<file path="config.mk">
export PLATFORM = sky130hd
export DESIGN_NAME = mte_trippoint_evaluator
export DESIGN_NICKNAME = d
export VERILOG_FILES = /design/src/logic/mte_pkg.sv /design/src/logic/mte_trippoint_evaluator.sv
export SDC_FILE = /design/constraint.sdc
export NUM_CORES = 1
export LEC_CHECK = 0
export BUFFER_PORTS_ARGS = -buffer_cell sky130_fd_sc_hd__buf_2
export CAP_MARGIN = 20
export CORE_MARGIN = 1
export CORE_UTILIZATION = 60
export DETAILED_ROUTE_END_ITERATION = 7
export PLACE_DENSITY = 0.85
export REMOVE_ABC_BUFFERS = 1
export SETUP_SLACK_MARGIN = 0.05
export SYNTH_ARGS = -nofsm -noshare
export SYNTH_HDL_FRONTEND = slang
export SYNTH_SLANG_ARGS = --single-unit
</file>
<file path="constraint.sdc">
create_clock -name mclk -period 10.5 [get_ports mclk]
set_clock_uncertainty 0.05 [all_clocks]
set_input_delay 0 -clock mclk [delete_from_list [all_inputs] [get_ports mclk]]
set_output_delay 0 -clock mclk [all_outputs]
set_load 0.02 [all_outputs]
</file>
<file path="src/logic/mte_pkg.sv">
// shared constants and types for the motion trippoint evaluator
package mte_pkg;

    // number of axes served by one evaluator
    localparam int unsigned MTE_AXES          = 4;
    // width of the axis select field
    localparam int unsigned MTE_AXIS_W        = 2;
    // controller clock rate in hertz
    localparam int unsigned MTE_CLK_HZ        = 25000000;
    // evaluation period in milliseconds
    localparam int unsigned MTE_SAMPLE_MS     = 2;
    // clock cycles in one millisecond
    localparam int unsigned MTE_MS_CYCLES     = MTE_CLK_HZ / 1000;
    // clock cycles in one evaluation period
    localparam int unsigned MTE_SAMPLE_CYCLES = MTE_MS_CYCLES * MTE_SAMPLE_MS;
    // width of the divider counters
    localparam int unsigned MTE_DIV_W         = 16;
    // position in the second status word of the at-slew-speed flag
    localparam int unsigned MTE_SLEW_BIT      = 5;
    // width of one axis status word
    localparam int unsigned MTE_STAT_W        = 8;
    // reset value of the status words
    localparam logic [7:0]  MTE_STAT_RST      = 8'h00;
    // mask that keeps a relative distance inside 0 .. 2147483647
    localparam logic [31:0] MTE_DIST_MASK     = 32'h7fffffff;
    // time operand that only takes a new reference
    localparam logic [31:0] MTE_TIME_ZERO     = 32'h00000000;

    // trippoint kinds issued by the sequencer
    typedef enum logic [1:0] {
        MTE_OP_ABS,      // wait_absolute_position
        MTE_OP_REL,      // wait_relative_distance
        MTE_OP_SPEED,    // wait_at_speed
        MTE_OP_TIME      // wait_elapsed_time
    } mte_op_type;

    // one trippoint request from the sequencer
    typedef struct packed {
        mte_op_type              op;       // trippoint kind
        logic [MTE_AXIS_W-1:0]   axis;     // subject axis
        logic                    seq;      // subject is the coordinated sequence (speed wait only)
        logic [31:0]             operand;  // target, distance, speed or milliseconds
    } mte_cmd_type;

    // profiler state of one axis or of the coordinated sequence
    typedef struct packed {
        logic signed [31:0]      pos;      // commanded position, quadrature counts
        logic [31:0]             speed;    // generated profile speed
        logic [31:0]             slew;     // programmed slew speed
        logic                    dir_up;   // commanded motion toward larger counts
        logic                    running;  // profiler active
    } mte_axis_type;

    // evaluator states
    typedef enum logic [1:0] {
        MTE_IDLE,
        MTE_WAIT_POS,
        MTE_WAIT_SPEED,
        MTE_WAIT_TIME
    } mte_state_type;

endpackage

</file>
<file path="src/logic/mte_trippoint_evaluator.sv">
// trippoint evaluator: holds the sequencer until a position, distance, speed or time condition is met
// operation
// the sequencer offers one request with cmd_valid while hold_q is low
// waits met at issue answer with release_q one cycle later and never raise hold_q
// other waits raise hold_q one cycle after the request
// position and speed conditions are looked at only on the period tick
// time conditions are looked at every cycle
// release_q pulses for one cycle and hold_q falls on that same edge
// a request offered while a wait is pending is dropped without notice
//
// limitations
// the speed condition counts a pass over the request as reached
// S-curve profiles make the speed trip point land early or late
// the coordinated sequence may be the subject of speed waits only
module mte_trippoint_evaluator
    import mte_pkg::*;
#(
    parameter int unsigned SAMPLE_CYCLES = MTE_SAMPLE_CYCLES,   // cycles per evaluation period
    parameter int unsigned MS_CYCLES     = MTE_MS_CYCLES        // cycles per millisecond
)(
    input  wire logic                                   mclk,        // controller clock
    input  wire logic                                   rstn,        // asynchronous reset, active low
    input  wire logic                                   cmd_valid,   // one-cycle trippoint request
    input  wire mte_cmd_type                            cmd,         // trippoint request contents
    input  wire mte_axis_type [MTE_AXES-1:0]            axes,        // per-axis profiler state
    input  wire mte_axis_type                           seq,         // coordinated sequence profiler state
    output logic                                        hold_q,      // sequencer must not advance
    output logic                                        release_q,   // one-cycle pulse when a trippoint is met
    output logic [MTE_AXES-1:0][MTE_STAT_W-1:0]         status2_q    // second status word per axis
);

    // divider end values, sized to the counters
    // both must fit the 16-bit dividers; a faster clock needs wider counters
    localparam logic [MTE_DIV_W-1:0] SAMP_LAST = MTE_DIV_W'(SAMPLE_CYCLES - 1);
    localparam logic [MTE_DIV_W-1:0] MS_LAST   = MTE_DIV_W'(MS_CYCLES - 1);

    // sequencer side state
    mte_state_type                state_q;       // evaluator state
    mte_state_type                state_d;       // next evaluator state
    // dividers and millisecond time
    logic [MTE_DIV_W-1:0]         samp_cnt_q;    // evaluation period divider
    logic [MTE_DIV_W-1:0]         ms_cnt_q;      // millisecond divider
    logic [31:0]                  ms_now_q;      // free-running millisecond time
    // time wait operands
    logic [31:0]                  time_ref_q;    // reference for time waits
    logic [31:0]                  time_mag_q;    // milliseconds to wait
    logic                         time_adv_q;    // reference moves forward when met
    // position wait operands
    logic [MTE_AXIS_W-1:0]        axis_q;        // subject axis of the pending wait
    logic                         seq_q;         // speed wait watches the sequence
    logic                         rel_q;         // pending position wait is relative
    logic signed [31:0]           target_q;      // absolute crossing point
    logic                         ahead_q;       // target was above position at issue
    // speed wait operands
    logic [31:0]                  speed_q;       // requested speed
    logic                         below_q;       // speed was below request at issue
    // per-axis history
    logic signed [31:0]           move_ref_q [MTE_AXES];   // distance reference per axis
    logic [MTE_AXES-1:0]          run_prev_q;    // running seen last cycle

    // divider ticks
    // one-cycle enables; everything slower than mclk keys off these
    wire samp_tick = (samp_cnt_q == SAMP_LAST);
    wire ms_tick   = (ms_cnt_q == MS_LAST);

    // request side selection
    wire mte_axis_type      req_ax    = axes[cmd.axis];
    // distance mask
    // the top bit is dropped so a distance never reads as negative
    wire signed [31:0]      req_dist  = $signed(cmd.operand & MTE_DIST_MASK);
    wire signed [31:0]      req_ref   = move_ref_q[cmd.axis];
    // the relative target lies along the commanded direction
    wire signed [31:0]      rel_tgt   = req_ax.dir_up ? (req_ref + req_dist) : (req_ref - req_dist);
    wire signed [31:0]      req_tgt   = (cmd.op == MTE_OP_REL) ? rel_tgt : $signed(cmd.operand);
    wire mte_axis_type      req_spd   = cmd.seq ? seq : req_ax;
    // time operand split into sign and magnitude
    wire                    req_neg   = cmd.operand[31];
    wire [31:0]             req_mag   = req_neg ? (32'h0 - cmd.operand) : cmd.operand;
    // a request is taken only while idle; a strobe during a wait is dropped
    wire                    take      = cmd_valid && (state_q == MTE_IDLE);
    wire                    is_pos    = (cmd.op == MTE_OP_ABS) || (cmd.op == MTE_OP_REL);

    // pending side selection
    // cur and spd follow the captured subject, not the live request
    wire mte_axis_type      cur       = axes[axis_q];
    wire mte_axis_type      spd       = seq_q ? seq : cur;
    wire                    now_ahead = target_q > cur.pos;
    // a target met exactly counts as crossed
    wire                    crossed   = (cur.pos == target_q) || (now_ahead != ahead_q);
    // moving away
    // judged from the side recorded at issue, not from the sign of the error
    wire                    away      = ahead_q ? !cur.dir_up : cur.dir_up;
    // sampled check
    // crossing is judged only on the period tick, so the error is one period of travel
    wire                    pos_met   = samp_tick && (!cur.running || crossed || away);
    // either direction
    // the side recorded at issue decides whether reaching means rising to or falling to the speed
    wire                    spd_hit   = below_q ? (spd.speed >= speed_q) : (spd.speed <= speed_q);
    // stopped releases
    // a stop ends the wait whether or not the speed was reached
    wire                    spd_met   = samp_tick && (spd_hit || !spd.running);
    // elapsed compare
    // unsigned difference stays right across one wrap of the millisecond time
    wire [31:0]             elapsed   = ms_now_q - time_ref_q;
    // judged every cycle, not only on the period tick
    wire                    time_met  = elapsed >= time_mag_q;

    // immediate completions at issue
    // idle profiler met
    // a stopped axis would never cross, so the wait ends at issue
    wire                    pos_now   = take && is_pos && !req_ax.running;
    wire                    time_now  = take && (cmd.op == MTE_OP_TIME) && (cmd.operand == MTE_TIME_ZERO);

    // completion of a pending wait
    // each waiting state is judged only against its own kind
    wire                    met       = ((state_q == MTE_WAIT_POS) && pos_met)
                                     || ((state_q == MTE_WAIT_SPEED) && spd_met)
                                     || ((state_q == MTE_WAIT_TIME) && time_met);
    // both routes to completion drive the one release pulse
    wire                    done      = met || pos_now || time_now;
    // restart reference
    // only a real crossing moves the reference; a stop or reversal leaves it for the next move
    wire                    rel_cross = (state_q == MTE_WAIT_POS) && rel_q && samp_tick && cur.running && crossed;

    // next state
    always_comb begin
        // stay put unless a branch below moves on
        state_d = state_q;
        case (state_q)
            MTE_IDLE: begin
                // waits met at issue never leave idle
                if (take && !pos_now && !time_now) begin
                    case (cmd.op)
                        MTE_OP_ABS:   state_d = MTE_WAIT_POS;
                        MTE_OP_REL:   state_d = MTE_WAIT_POS;
                        MTE_OP_SPEED: state_d = MTE_WAIT_SPEED;
                        default:      state_d = MTE_WAIT_TIME;
                    endcase
                end
            end
            // release and clear
            // every waiting state leaves only through met
            default: begin
                if (met) begin
                    state_d = MTE_IDLE;
                end
            end
        endcase
    end

    // period and millisecond dividers with the millisecond time
    always_ff @(posedge mclk or negedge rstn) begin
        if (!rstn) begin
            // both dividers start a fresh period out of reset
            samp_cnt_q <= '0;
            ms_cnt_q   <= '0;
            ms_now_q   <= '0;
        end else begin
            samp_cnt_q <= samp_tick ? '0 : samp_cnt_q + 1'b1;
            ms_cnt_q   <= ms_tick ? '0 : ms_cnt_q + 1'b1;
            // the time wraps after 2**32 ms; the unsigned difference hides it
            if (ms_tick) begin
                ms_now_q <= ms_now_q + 32'h1;
            end
        end
    end

    // state, hold and release pulse
    always_ff @(posedge mclk or negedge rstn) begin
        if (!rstn) begin
            // no wait pending out of reset
            state_q   <= MTE_IDLE;
            hold_q    <= 1'b0;
            release_q <= 1'b0;
        end else begin
            state_q   <= state_d;
            // hold follows the next state, so it falls on the edge that raises release
            hold_q    <= (state_d != MTE_IDLE);
            release_q <= done;
        end
    end

    // operands captured when a trippoint is taken
    // one wait is in flight at a time, so one set of registers serves every kind
    always_ff @(posedge mclk or negedge rstn) begin
        if (!rstn) begin
            // values are unread until the first take
            axis_q     <= '0;
            seq_q      <= 1'b0;
            rel_q      <= 1'b0;
            target_q   <= '0;
            ahead_q    <= 1'b0;
            speed_q    <= '0;
            below_q    <= 1'b0;
            time_mag_q <= '0;
            time_adv_q <= 1'b0;
        end else if (take) begin
            // single axis
            // the sequence flag is ignored for position waits; the axis field alone selects
            axis_q     <= cmd.axis;
            seq_q      <= cmd.seq && (cmd.op == MTE_OP_SPEED);
            rel_q      <= (cmd.op == MTE_OP_REL);
            target_q   <= req_tgt;
            ahead_q    <= req_tgt > req_ax.pos;
            // fields that do not fit the taken kind are stored and never read
            speed_q    <= cmd.operand;
            below_q    <= req_spd.speed < cmd.operand;
            time_mag_q <= req_mag;
            time_adv_q <= req_neg;
        end
    end

    // time reference
    always_ff @(posedge mclk or negedge rstn) begin
        if (!rstn) begin
            time_ref_q <= '0;
        // a zero wait takes the present time and is done at issue
        end else if (time_now) begin
            time_ref_q <= ms_now_q;
        // a positive wait leaves the reference where it was
        end else if ((state_q == MTE_WAIT_TIME) && time_met && time_adv_q) begin
            // advance reference
            // moves to the due instant, not the present time, so late releases do not drift
            time_ref_q <= time_ref_q + time_mag_q;
        end
    end

    // per-axis distance reference and status word
    // one copy of this logic per axis
    genvar gi;
    generate
        for (gi = 0; gi < MTE_AXES; gi++) begin : g_axis
            wire mte_axis_type ax    = axes[gi];
            // rise marks the first running cycle of a move
            wire               rise  = ax.running && !run_prev_q[gi];
            wire               adv   = rel_cross && (axis_q == MTE_AXIS_W'(gi));
            wire               slew  = ax.running && (ax.speed == ax.slew);

            // reference follows move start and relative crossings
            always_ff @(posedge mclk or negedge rstn) begin
                if (!rstn) begin
                    run_prev_q[gi] <= 1'b0;
                    // references start at zero counts
                    move_ref_q[gi] <= '0;
                end else begin
                    run_prev_q[gi] <= ax.running;
                    // a crossing on this axis moves the reference to the exact trip point
                    if (adv) begin
                        move_ref_q[gi] <= target_q;
                    end else if (rise) begin
                        move_ref_q[gi] <= ax.pos;
                    end
                end
            end

            // status word refreshed each period
            always_ff @(posedge mclk or negedge rstn) begin
                if (!rstn) begin
                    status2_q[gi] <= MTE_STAT_RST;
                end else if (samp_tick) begin
                    // slew flag
                    // spare bits return to their reset value each period
                    status2_q[gi]               <= MTE_STAT_RST;
                    status2_q[gi][MTE_SLEW_BIT] <= slew;
                end
            end
        end
    endgenerate

endmodule

</file>
**Word level (Yosys, flattened, before mapping)**

Cells that the tools add are included.

- $add $sub $neg: 8
- Order comparisons: 9
- Equal/unequal tests: 17
- Mux-type cells: 30
- Bitwise logic cells: 1
- Reduce and logical (&&, ||, !) cells: 60

Operators by type and width:

| cell | number |
|---|---|
| $mux W32 | 15 |
| $bmux W98 S2 | 2 |
| $mux W98 | 2 |
| $eq A32 B32 Y1 | 5 |
| $mux W66 | 2 |
| $add A32 B32 Y32 | 2 |
| $bmux W32 S2 | 1 |
| $ge A32 B32 Y1 | 2 |
| $gt A32 B32 Y1 | 2 |
| $sub A32 B32 Y32 | 2 |
| $add A16 B1 Y16 const B | 2 |
| $add A32 B1 Y32 const B | 1 |
| $le A32 B32 Y1 | 1 |
| $logic_not A32 Y1 | 1 |
| $lt A32 B32 Y1 | 1 |
| $mux W16 | 2 |
| $sub A1 B32 Y32 const A | 1 |
| $logic_and A1 B1 Y1 | 30 |
| $eq A16 B15 Y1 const B | 1 |
| $eq A16 B16 Y1 const B | 1 |
| $eq A2 B2 Y1 const B | 6 |
| $reduce_bool A2 Y1 | 6 |
| $logic_not A1 Y1 | 10 |
| $logic_or A1 B1 Y1 | 9 |
| 10 further kinds | 18 |

- Register bits after elaboration: 339
- Bits of input ports: 530
- Output and inout bits: 34
- Word-level logic and storage cells: 153

**Longest topological paths before layout**

Gate-level depths: netlist of the first run.

- Depth after elaboration: 14
- Depth in mapped cells: 30

**Worst setup path after synthesis of the first run**

No wires, ideal clock.

- Path type: input to register
- From: in cmd[33] (netlist bit)
- To: reg ahead_q
- Library setup time: 95 ps
- Arrival time: 5785 ps
- Data required time: 10355 ps
- Setup slack: 4569 ps
- Cell stages on the path: 23
- Path through: buf_1 > clkbuf_1 > buf_1 > mux4_2 > ha_1 > and4_1 > a21o_1 > a2111oi_2 > o21bai_1 > a2111oi_2 > o31ai_1 > a221oi_2 > xnor2_1 > o21ai_2 > ha_1 > nand4_1 > nor2_1 > nand3_1 > or3_1 > o221ai_1 > nor3_1 > xnor2_1 > o31ai_1

- Word-level cells in the longest chain between the ends: 8
- Elaborated cells on any way between the ends: 11
- Those cells by class: add/sub: 2; order compare: 1; mux: 7; bitwise: 1

Ends and longest elaborated chain:

| what | line | text |
|---|---|---|
| start, declared | mte_trippoint_evaluator.sv:24 | `input wire mte_cmd_type cmd,` |
| $not A2 Y3 (not written as such) | mte_trippoint_evaluator.sv:71 | `wire signed [31:0] req_ref = move_ref_q[cmd.axis];` |
| $bmux W32 S2 | mte_trippoint_evaluator.sv:71 |  |
| $mux W32 (not written as such) (2 in series) | mte_trippoint_evaluator.sv:71 |  |
| $sub A32 B32 Y32 or $add A32 B32 Y32 (tied branches) | mte_trippoint_evaluator.sv:73 | `wire signed [31:0] rel_tgt = req_ax.dir_up ? (req_ref + req_dist) : (req_ref - req_dist);` |
| $mux W32 * | mte_trippoint_evaluator.sv:73 |  |
| $mux W32 * | mte_trippoint_evaluator.sv:74 | `wire signed [31:0] req_tgt = (cmd.op == MTE_OP_REL) ? rel_tgt : $signed(cmd.operand);` |
| net req_tgt[31] | mte_trippoint_evaluator.sv:74 |  |
| $gt A32 B32 Y1 * | mte_trippoint_evaluator.sv:204 | `ahead_q <= req_tgt > req_ax.pos;` |
| end signal, assigned | mte_trippoint_evaluator.sv:204 |  |
| end, declared | mte_trippoint_evaluator.sv:53 | `logic ahead_q;` |

Mark *: on every way through the listed nets, which the timed path passes. The rest lies on a longest branch. The select of a mux whose other input is x is not followed.
A chain may end at the register's enable or synchronous reset.

**Worst setup path in the final report of the first run**

- From: in cmd[1] (netlist bit)
- To: reg ahead_q

- Word-level cells in the longest chain between the ends: 4
- Elaborated cells on any way between the ends: 5
- Those cells by class: add/sub: 2; order compare: 1; mux: 2

Ends and longest elaborated chain:

| what | line |
|---|---|
| $sub A32 B32 Y32 or $add A32 B32 Y32 (tied branches) | mte_trippoint_evaluator.sv:73 |
| $mux W32 * | mte_trippoint_evaluator.sv:73 |
| $mux W32 * | mte_trippoint_evaluator.sv:74 |
| net req_tgt[30] | mte_trippoint_evaluator.sv:74 |
| $gt A32 B32 Y1 * | mte_trippoint_evaluator.sv:204 |

Mark *: on every way through the listed nets, which the timed path passes. The rest lies on a longest branch.

==> results.sh, run 1 <==
export IMPL_via_count_of_the_routed_design=30200
export IMPL_irDropWorstVdd_v=0.000133
export IMPL_leakagePower_nw=16.9
export IMPL_tritoncts_num_buffers=42
export IMPL_place_port_buffers=470
export IMPL_tightestPinTransition_ns=1.21
export IMPL_clk_latency_ns=0.60
export IMPL_gp_congestion=1.02
export IMPL_total_power_w=0.00792
export IMPL_route_detailed_drc=0
export IMPL_post_route_period_util_pct=62.2
export IMPL_worst_setup_hold_path_clk_slew_ns=0.06
export IMPL_synth_cell_area_sq_um=30800
export IMPL_setup_viol=0
export IMPL_io_pins=564
export IMPL_top_area_cell_type_share_of_the_netlist_area_pct=27.3
export IMPL_synth_top_cell_by_area="dfrtp_1"
export IMPL_drt_pass1_iterations=6
export IMPL_grt_pass1_wl_mm=182
export IMPL_netlist_top_cells_count="dfrtp_1, nand2_1, ha_1, nor2_1, xnor2_1"
export IMPL_drt_iter0_markers=3874
export IMPL_synth_sequential_area_ratio_pct=27.3
export IMPL_synth_enable_flop_cells=0
export IMPL_cts_root_buf="clkbuf_16"
export IMPL_syn_inst=3226
export IMPL_ys_types=81
export IMPL_status="complete, no violations"
export IMPL_via_count_of_the_first_global_routing_pass=30300
export IMPL_grt_usage_pct=46.4
export IMPL_die_height_microns=229
export IMPL_synth_top_cells_by_area="dfrtp_1, mux4_2, ha_1"
export IMPL_viasPerCell=6.66
export IMPL_multi_input_area_sq_um=20800
export IMPL_post_cts_sizing_count=0
export IMPL_grt_overflow_total=0
export IMPL_reg2reg_slack_ns=4.48
export IMPL_die_area_sq_um=52300
export IMPL_cts_htree_levels=2
export IMPL_crit_top_cell="nand3_1"
export IMPL_synth_async_reset_ratio_pct=100
export IMPL_postSynth_topFlopCell="dfrtp_1"
export IMPL_critical_path_max_stage_delay_ns=0.56
export IMPL_worst_setup_path_category="in -> reg"
export IMPL_die_width_microns=229
export IMPL_place_worst_setup_slack_ns=3.77
export IMPL_report_final_hold_viol_count=0
export IMPL_clock_sink_count=337
export IMPL_reg2reg_depth=14
export IMPL_fin_setup_tns_ns=0
export IMPL_finalWorstSetupSlack_ns=3.96
export IMPL_route_antenna_remaining_nets=0
export IMPL_rows=82
export IMPL_ctsLongestPathBuffers=3
export IMPL_crit_fanout=6
export IMPL_drv_slew=0
export IMPL_required_ns=10.95
export IMPL_areaGrowthSynthToFinish_pct=19.7
export IMPL_timing_critical_path_slowest_stage_cell="dlygate4sd3_1"
export IMPL_drive_above_1_share_pct=25.0
export IMPL_post_cts_setup_buffers=0
export IMPL_synthMostInstantiatedCell="dfrtp_1"
export IMPL_drt_wirelength_per_cell_microns=27.2
export IMPL_postRouteWirelength_mm=124
export IMPL_grt_max_degree=157
export IMPL_maxClockFrequency_mhz=153
export IMPL_r2r_start="axis_q[1]$_DFFE_PN0P_"
export IMPL_endpoint_kind="flop"
export IMPL_critical_path_arrival_ns=6.98
export IMPL_power_per_cell_area_nw_per_um2=214
export IMPL_syn_avg_cell_area_sq_um=9.56
export IMPL_placement_cell_area_sq_um=33500
export IMPL_sequential_cell_area_sq_um=8440
export IMPL_fillers=3482
export IMPL_min_delay_path_class="in -> async"
export IMPL_antenna_found_initial=40
export IMPL_postLayoutCellArea_sq_um=36900
export IMPL_start_util_pct=61.1
export IMPL_rsz0062_at_grt="no"
export IMPL_worstSetupStartpointType="primary input"
export IMPL_timing_slew_headroom_pct=18.9
export IMPL_final_nets=4596
export IMPL_post_dp_hpwl_mm=86.9
export IMPL_warnings_from_yosys=0
export IMPL_fin_crit_ns=6.54
export IMPL_seq_cells_post_synth=337
export IMPL_critical_path_reg2reg_endpoint="move_ref_q[111]$_DFFE_PN0P_"
export IMPL_tritoncts="built"
export IMPL_cap_violations=0
export IMPL_floorplan_core_area_sq_um=50500
## layout make-up
class	count	share of cell area, %
Antenna cell	26	0.176
Clock buffer	58	3.28
Clock inverter	18	0.779
Inverter	226	2.30
Multi-Input combinational cell	2516	56.3
Sequential cell	337	22.9
Tap cell	672	2.28
Timing Repair Buffer	684	12.1
## what timing repair did
item,in CTS,in global routing
hold buffers,185,0
endpoints found under the setup margin,0,0
endpoints found under the hold margin,343,0
## metal layers
metal / track usage [%] / up-vias / wire length [microns]
met5: 0 / - / 133
li1: - / 12800 / -
met2: 68.8 / 2556 / 53000
met1: 55.1 / 14100 / 42100
met3: 16.0 / 733 / 17400
met4: 36.3 / 20 / 11000
## where the power goes
part | switching, W | internal (W)
clock | 0.000637 | 0.000981
sequential | 0.000366 | 0.00163
combinational | 0.00244 | 0.00188
## worst max-delay path by stage
stage / from / to / slack [ns] / cells after the start
floorplan: axis_q[0]$_DFFE_PN0P_ / move_ref_q[10]$_DFFE_PN0P_ / 3.75 / 13
global placement: cmd[34] / ahead_q$_DFFE_PN0P_ / 3.82 / 25
detailed placement: cmd[34] / ahead_q$_DFFE_PN0P_ / 3.77 / 25
CTS: cmd[1] / ahead_q$_DFFE_PN0P_ / 4.16 / 28
global route: cmd[1] / ahead_q$_DFFE_PN0P_ / 3.56 / 29
finish: cmd[1] / ahead_q$_DFFE_PN0P_ / 3.96 / 29
## worst max-delay path: cells and delay by family
| kind | cells | cell delay [ns] |
|---|---|---|
| simple gates | 12 | 2.49 |
| xor+xnor | 2 | 0.26 |
| compound gates | 9 | 2.49 |
| buf+inv | 3 | 0.82 |
| fa+ha+maj | 3 | 0.91 |
## metrics by stage
| stage | utilization, % | hold WS (ns) | cells |
|---|---|---|---|
| 2_1_floorplan | - | -0.346 | 3079 |
| 3_3_place_gp | 66.4 | 0.0809 | 4250 |
| 3_5_place_dp | 66.4 | 0.0944 | 4250 |
| 4_1_cts | 73.0 | 0.0899 | 4511 |
| 5_1_grt | 73.1 | 0.137 | 4531 |
| 6_report | 73.2 | 0.0408 | 4537 |
## kinds of logic (layout without fill, tap and decap cells)
| family | count (synthesis) | in the layout | share of synthesized area (%) |
|---|---|---|---|
| AOI/OAI and AO/OA | 688 | 688 | 15.2 |
| xor gates and xnor gates | 314 | 314 | 8.94 |
| buffers and inverters | 400 | 986 | 5.76 |
| and+or+nand+nor | 848 | 848 | 13.0 |
| other | 1 | 54 | 0.0122 |
| muxes | 379 | 379 | 19.2 |
| adders and majority gates | 259 | 259 | 10.6 |
| DFF | 337 | 337 | 27.3 |
## layout by cell type (no fill, tap or decap), types with 16 or more instances in the layout
| cell | netlist | routed |
|---|---|---|
| ha_1 | 256 | 256 |
| nor2b_1 | 30 | 25 |
| xnor2_1 | 251 | 251 |
| o21a_1 | 24 | 24 |
| clkbuf_16 | 0 | 43 |
| inv_1 | 226 | 226 |
| mux4_2 | 163 | 163 |
| conb_1 | 1 | 28 |
| mux2_2 | 80 | 80 |
| and3_1 | 21 | 21 |
| nor4_1 | 16 | 16 |
| a21oi_1 | 133 | 132 |
| nor2_1 | 256 | 256 |
| o21ai_0 | 189 | 188 |
| xor2_1 | 62 | 62 |
| nand4_1 | 76 | 76 |
| buf_4 | 33 | 29 |
| mux2i_1 | 136 | 136 |
| a21oi_2 | 112 | 112 |
| diode_2 | 0 | 26 |
| dlygate4sd3_1 | 0 | 185 |
| nor3_1 | 37 | 37 |
| nand3_1 | 56 | 56 |
| buf_2 | 6 | 467 |
| a221o_1 | 17 | 17 |
| a21o_1 | 72 | 72 |
| nand2_1 | 260 | 259 |
| dfrtp_1 | 337 | 334 |
| nand2b_1 | 25 | 25 |
## state kept, by name (all words and copies together) (netlist names), 16 cells and up
register,flops
ms_now_q,32
samp_cnt_q,16
speed_q,30
time_ref_q,32
move_ref_q,128
ms_cnt_q,16
time_mag_q,32
target_q,32
Note: power is estimated with default switching activity, not from simulation.
==> inputs of run 2 (changes only) <==
Settings changed: CORE_UTILIZATION 60 to 58, PLACE_DENSITY 0.85 to 0.83.
Clock period 10.5 ns to 6.6 ns, I/O delays scaled along.
==> run 2 against run 1 <==
  * Core utilization is 2.9 points lower
  * Count of clock-buffer cells in the layout shrank 4
  * Combinational power increased by 56%
  * Sequential power is 64% higher
  * Die area rose by 3.4%
  * Clock power is 44% higher
  * Critical endpoint unchanged
  * Highest routed layer unchanged
==> results.sh, run 2 (synthesis gave the netlist of run 1 again) <==
export IMPL_status="complete, no violations"
export IMPL_crit_fanout=5
export IMPL_io_pins=564
export IMPL_die_width_microns=233
export IMPL_drt_wirelength_per_cell_microns=27.3
export IMPL_via_count_of_the_first_global_routing_pass=29900
export IMPL_tritoncts="built"
export IMPL_power_per_cell_area_nw_per_um2=334
export IMPL_fillers=3819
export IMPL_required_ns=7.03
export IMPL_drv_slew=0
export IMPL_setup_viol=0
export IMPL_post_cts_setup_buffers=0
export IMPL_final_cell_mix="buf_2, dfrtp_1, nand2_1"
export IMPL_viasPerCell=6.55
export IMPL_finalWorstSetupSlack_ns=0.381
export IMPL_die_area_sq_um=54100
export IMPL_post_route_period_util_pct=94.2
export IMPL_report_final_hold_viol_count=0
export IMPL_place_worst_setup_slack_ns=0.179
export IMPL_areaGrowthSynthToFinish_pct=19.7
export IMPL_timing_hold_worst_start="cmd_valid"
export IMPL_rsz0062_at_grt="no"
export IMPL_critical_path_arrival_ns=6.65
export IMPL_postRouteWirelength_mm=124
export IMPL_place_port_buffers=470
export IMPL_irDropWorstVdd_v=0.000207
export IMPL_fin_crit_ns=6.22
export IMPL_worst_setup_path_category="in -> reg"
export IMPL_tritoncts_num_buffers=40
export IMPL_tightestPinTransition_ns=1.13
export IMPL_worst_setup_hold_path_clk_slew_ns=0.06
export IMPL_drive_above_1_share_pct=25.2
export IMPL_post_dp_hpwl_mm=89.4
export IMPL_gp_congestion=1.01
export IMPL_r2r_start="move_ref_q[4]$_DFFE_PN0P_"
export IMPL_cap_violations=0
export IMPL_start_util_pct=58.7
export IMPL_cts_htree_levels=2
export IMPL_endpoint_kind="flop"
export IMPL_critPathLaunch="cmd[2]"
export IMPL_postLayoutCellArea_sq_um=36900
export IMPL_drt_iter0_markers=3286
export IMPL_clock_sink_count=337
export IMPL_leakagePower_nw=17.0
export IMPL_final_nets=4607
export IMPL_grt_usage_pct=45.5
export IMPL_maxClockFrequency_mhz=161
export IMPL_floorplan_core_area_sq_um=52600
export IMPL_die_height_microns=233
export IMPL_placement_cell_area_sq_um=33700
export IMPL_route_antenna_remaining_nets=0
export IMPL_worstSetupStartpointType="primary input"
export IMPL_rows=84
export IMPL_antenna_found_initial=16
export IMPL_grt_pass1_wl_mm=181
export IMPL_drt_pass1_iterations=7
export IMPL_final_common_cell="buf_2"
export IMPL_route_detailed_drc=0
export IMPL_cts_root_buf="clkbuf_16"
export IMPL_largest_register_ffs=128
export IMPL_timing_slew_headroom_pct=23.8
export IMPL_grt_max_degree=137
export IMPL_via_count_of_the_routed_design=29800
export IMPL_ctsLongestPathBuffers=3
export IMPL_min_delay_path_class="in -> reg"
export IMPL_clk_latency_ns=0.58
export IMPL_largest_register="move_ref_q"
export IMPL_grt_overflow_total=0
[run 2: changes by cell type in the layout (fill, tap and decap cells not counted), moves of 2 or more]
cell       previous run  this run
clkinv_4              3         1
bufinv_16             7         4
buf_12                1         8
diode_2              26        11
clkinv_2              4         7
clkbuf_16            43        41
clkbuf_1              7         5
buf_4                29        36
[run 2: worst max-delay path, cell delays in order]
cell	delay, ns
dlygate4sd3_1	0.56
buf_2	0.15
or3_1	0.46
or3_1	0.42
o31ai_1	0.29
xnor2_1	0.13
ha_1	0.36
and4_1	0.23
a21o_1	0.21
a2111oi_2	0.35
o21bai_1	0.17
a2111oi_2	0.61
o31ai_1	0.25
a221oi_2	0.33
xnor2_1	0.17
o21ai_2	0.08
ha_1	0.35
nand4_1	0.15
nor2_1	0.19
nand3_1	0.12
or3_1	0.43
a211oi_1	0.20
nor3_1	0.10
xnor2_1	0.13
o31ai_1	0.19
[run 2: power breakdown]
group / switching, W / internal [W] / total, W
clock: 0.000950 / 0.00138 / 0.00233
sequential: 0.000675 / 0.00259 / 0.00326
combinational: 0.00374 / 0.00300 / 0.00674
total: 0.00536 / 0.00696 / 0.0123
[run 2: repair_timing]
action / 4_1_cts / 5_1_grt
resized for setup: 0 / 1
hold buffers: 185 / 0
hold endpoints to repair: 306 / 0
setup endpoints to repair: 0 / 1
[run 2: area by class of cell]
cell class | instances | area (sq um) | share of cell area [%]
Antenna cell | 11 | 27.5 | 0.0745
Timing Repair Buffer | 697 | 4640 | 12.6
Tap cell | 688 | 861 | 2.33
Sequential cell | 337 | 8440 | 22.9
Multi-Input combinational cell | 2516 | 20800 | 56.3
Inverter | 226 | 848 | 2.30
Clock buffer | 54 | 1150 | 3.13
Clock inverter | 14 | 179 | 0.485
[run 2: routing by layer]
layer  vias up  GRT usage (%)  wire [microns]
met2      2152           66.9           52500
li1      12800              -               -
met3       664           16.5           16700
met4        12           38.1           12000
met1     14100           53.0           42700
met5         -              0              83
[run 2: worst paths after layout]
check                                                  end  slack [ns]  cells past startpoint
worst max register to register         ahead_q$_DFFE_PN0P_        0.89                     20
worst min-delay path               speed_q[27]$_DFFE_PN0P_        0.03                      4
max in group asynchronous            axis_q[1]$_DFFE_PN0P_        4.69                      4
worst max-delay path                   ahead_q$_DFFE_PN0P_        0.38                     25
worst min register to register       ms_cnt_q[0]$_DFF_PN0_        0.41                      1
min in group asynchronous       move_ref_q[99]$_DFFE_PN0P_        0.43                      3
[run 2: through the flow]
step           std cells  setup TNS (ns)  hold WS [ns]  util (%)  power (W)
2_1_floorplan       3079          -17.69        -0.346         -    0.00766
3_3_place_gp        4278               0       -0.0242      64.1    0.00941
3_5_place_dp        4278               0       -0.0198      64.1    0.00959
4_1_cts             4531               0        0.0166      70.2     0.0120
5_1_grt             4537               0        0.0867      70.2     0.0130
6_report            4543               0        0.0270      70.3     0.0123
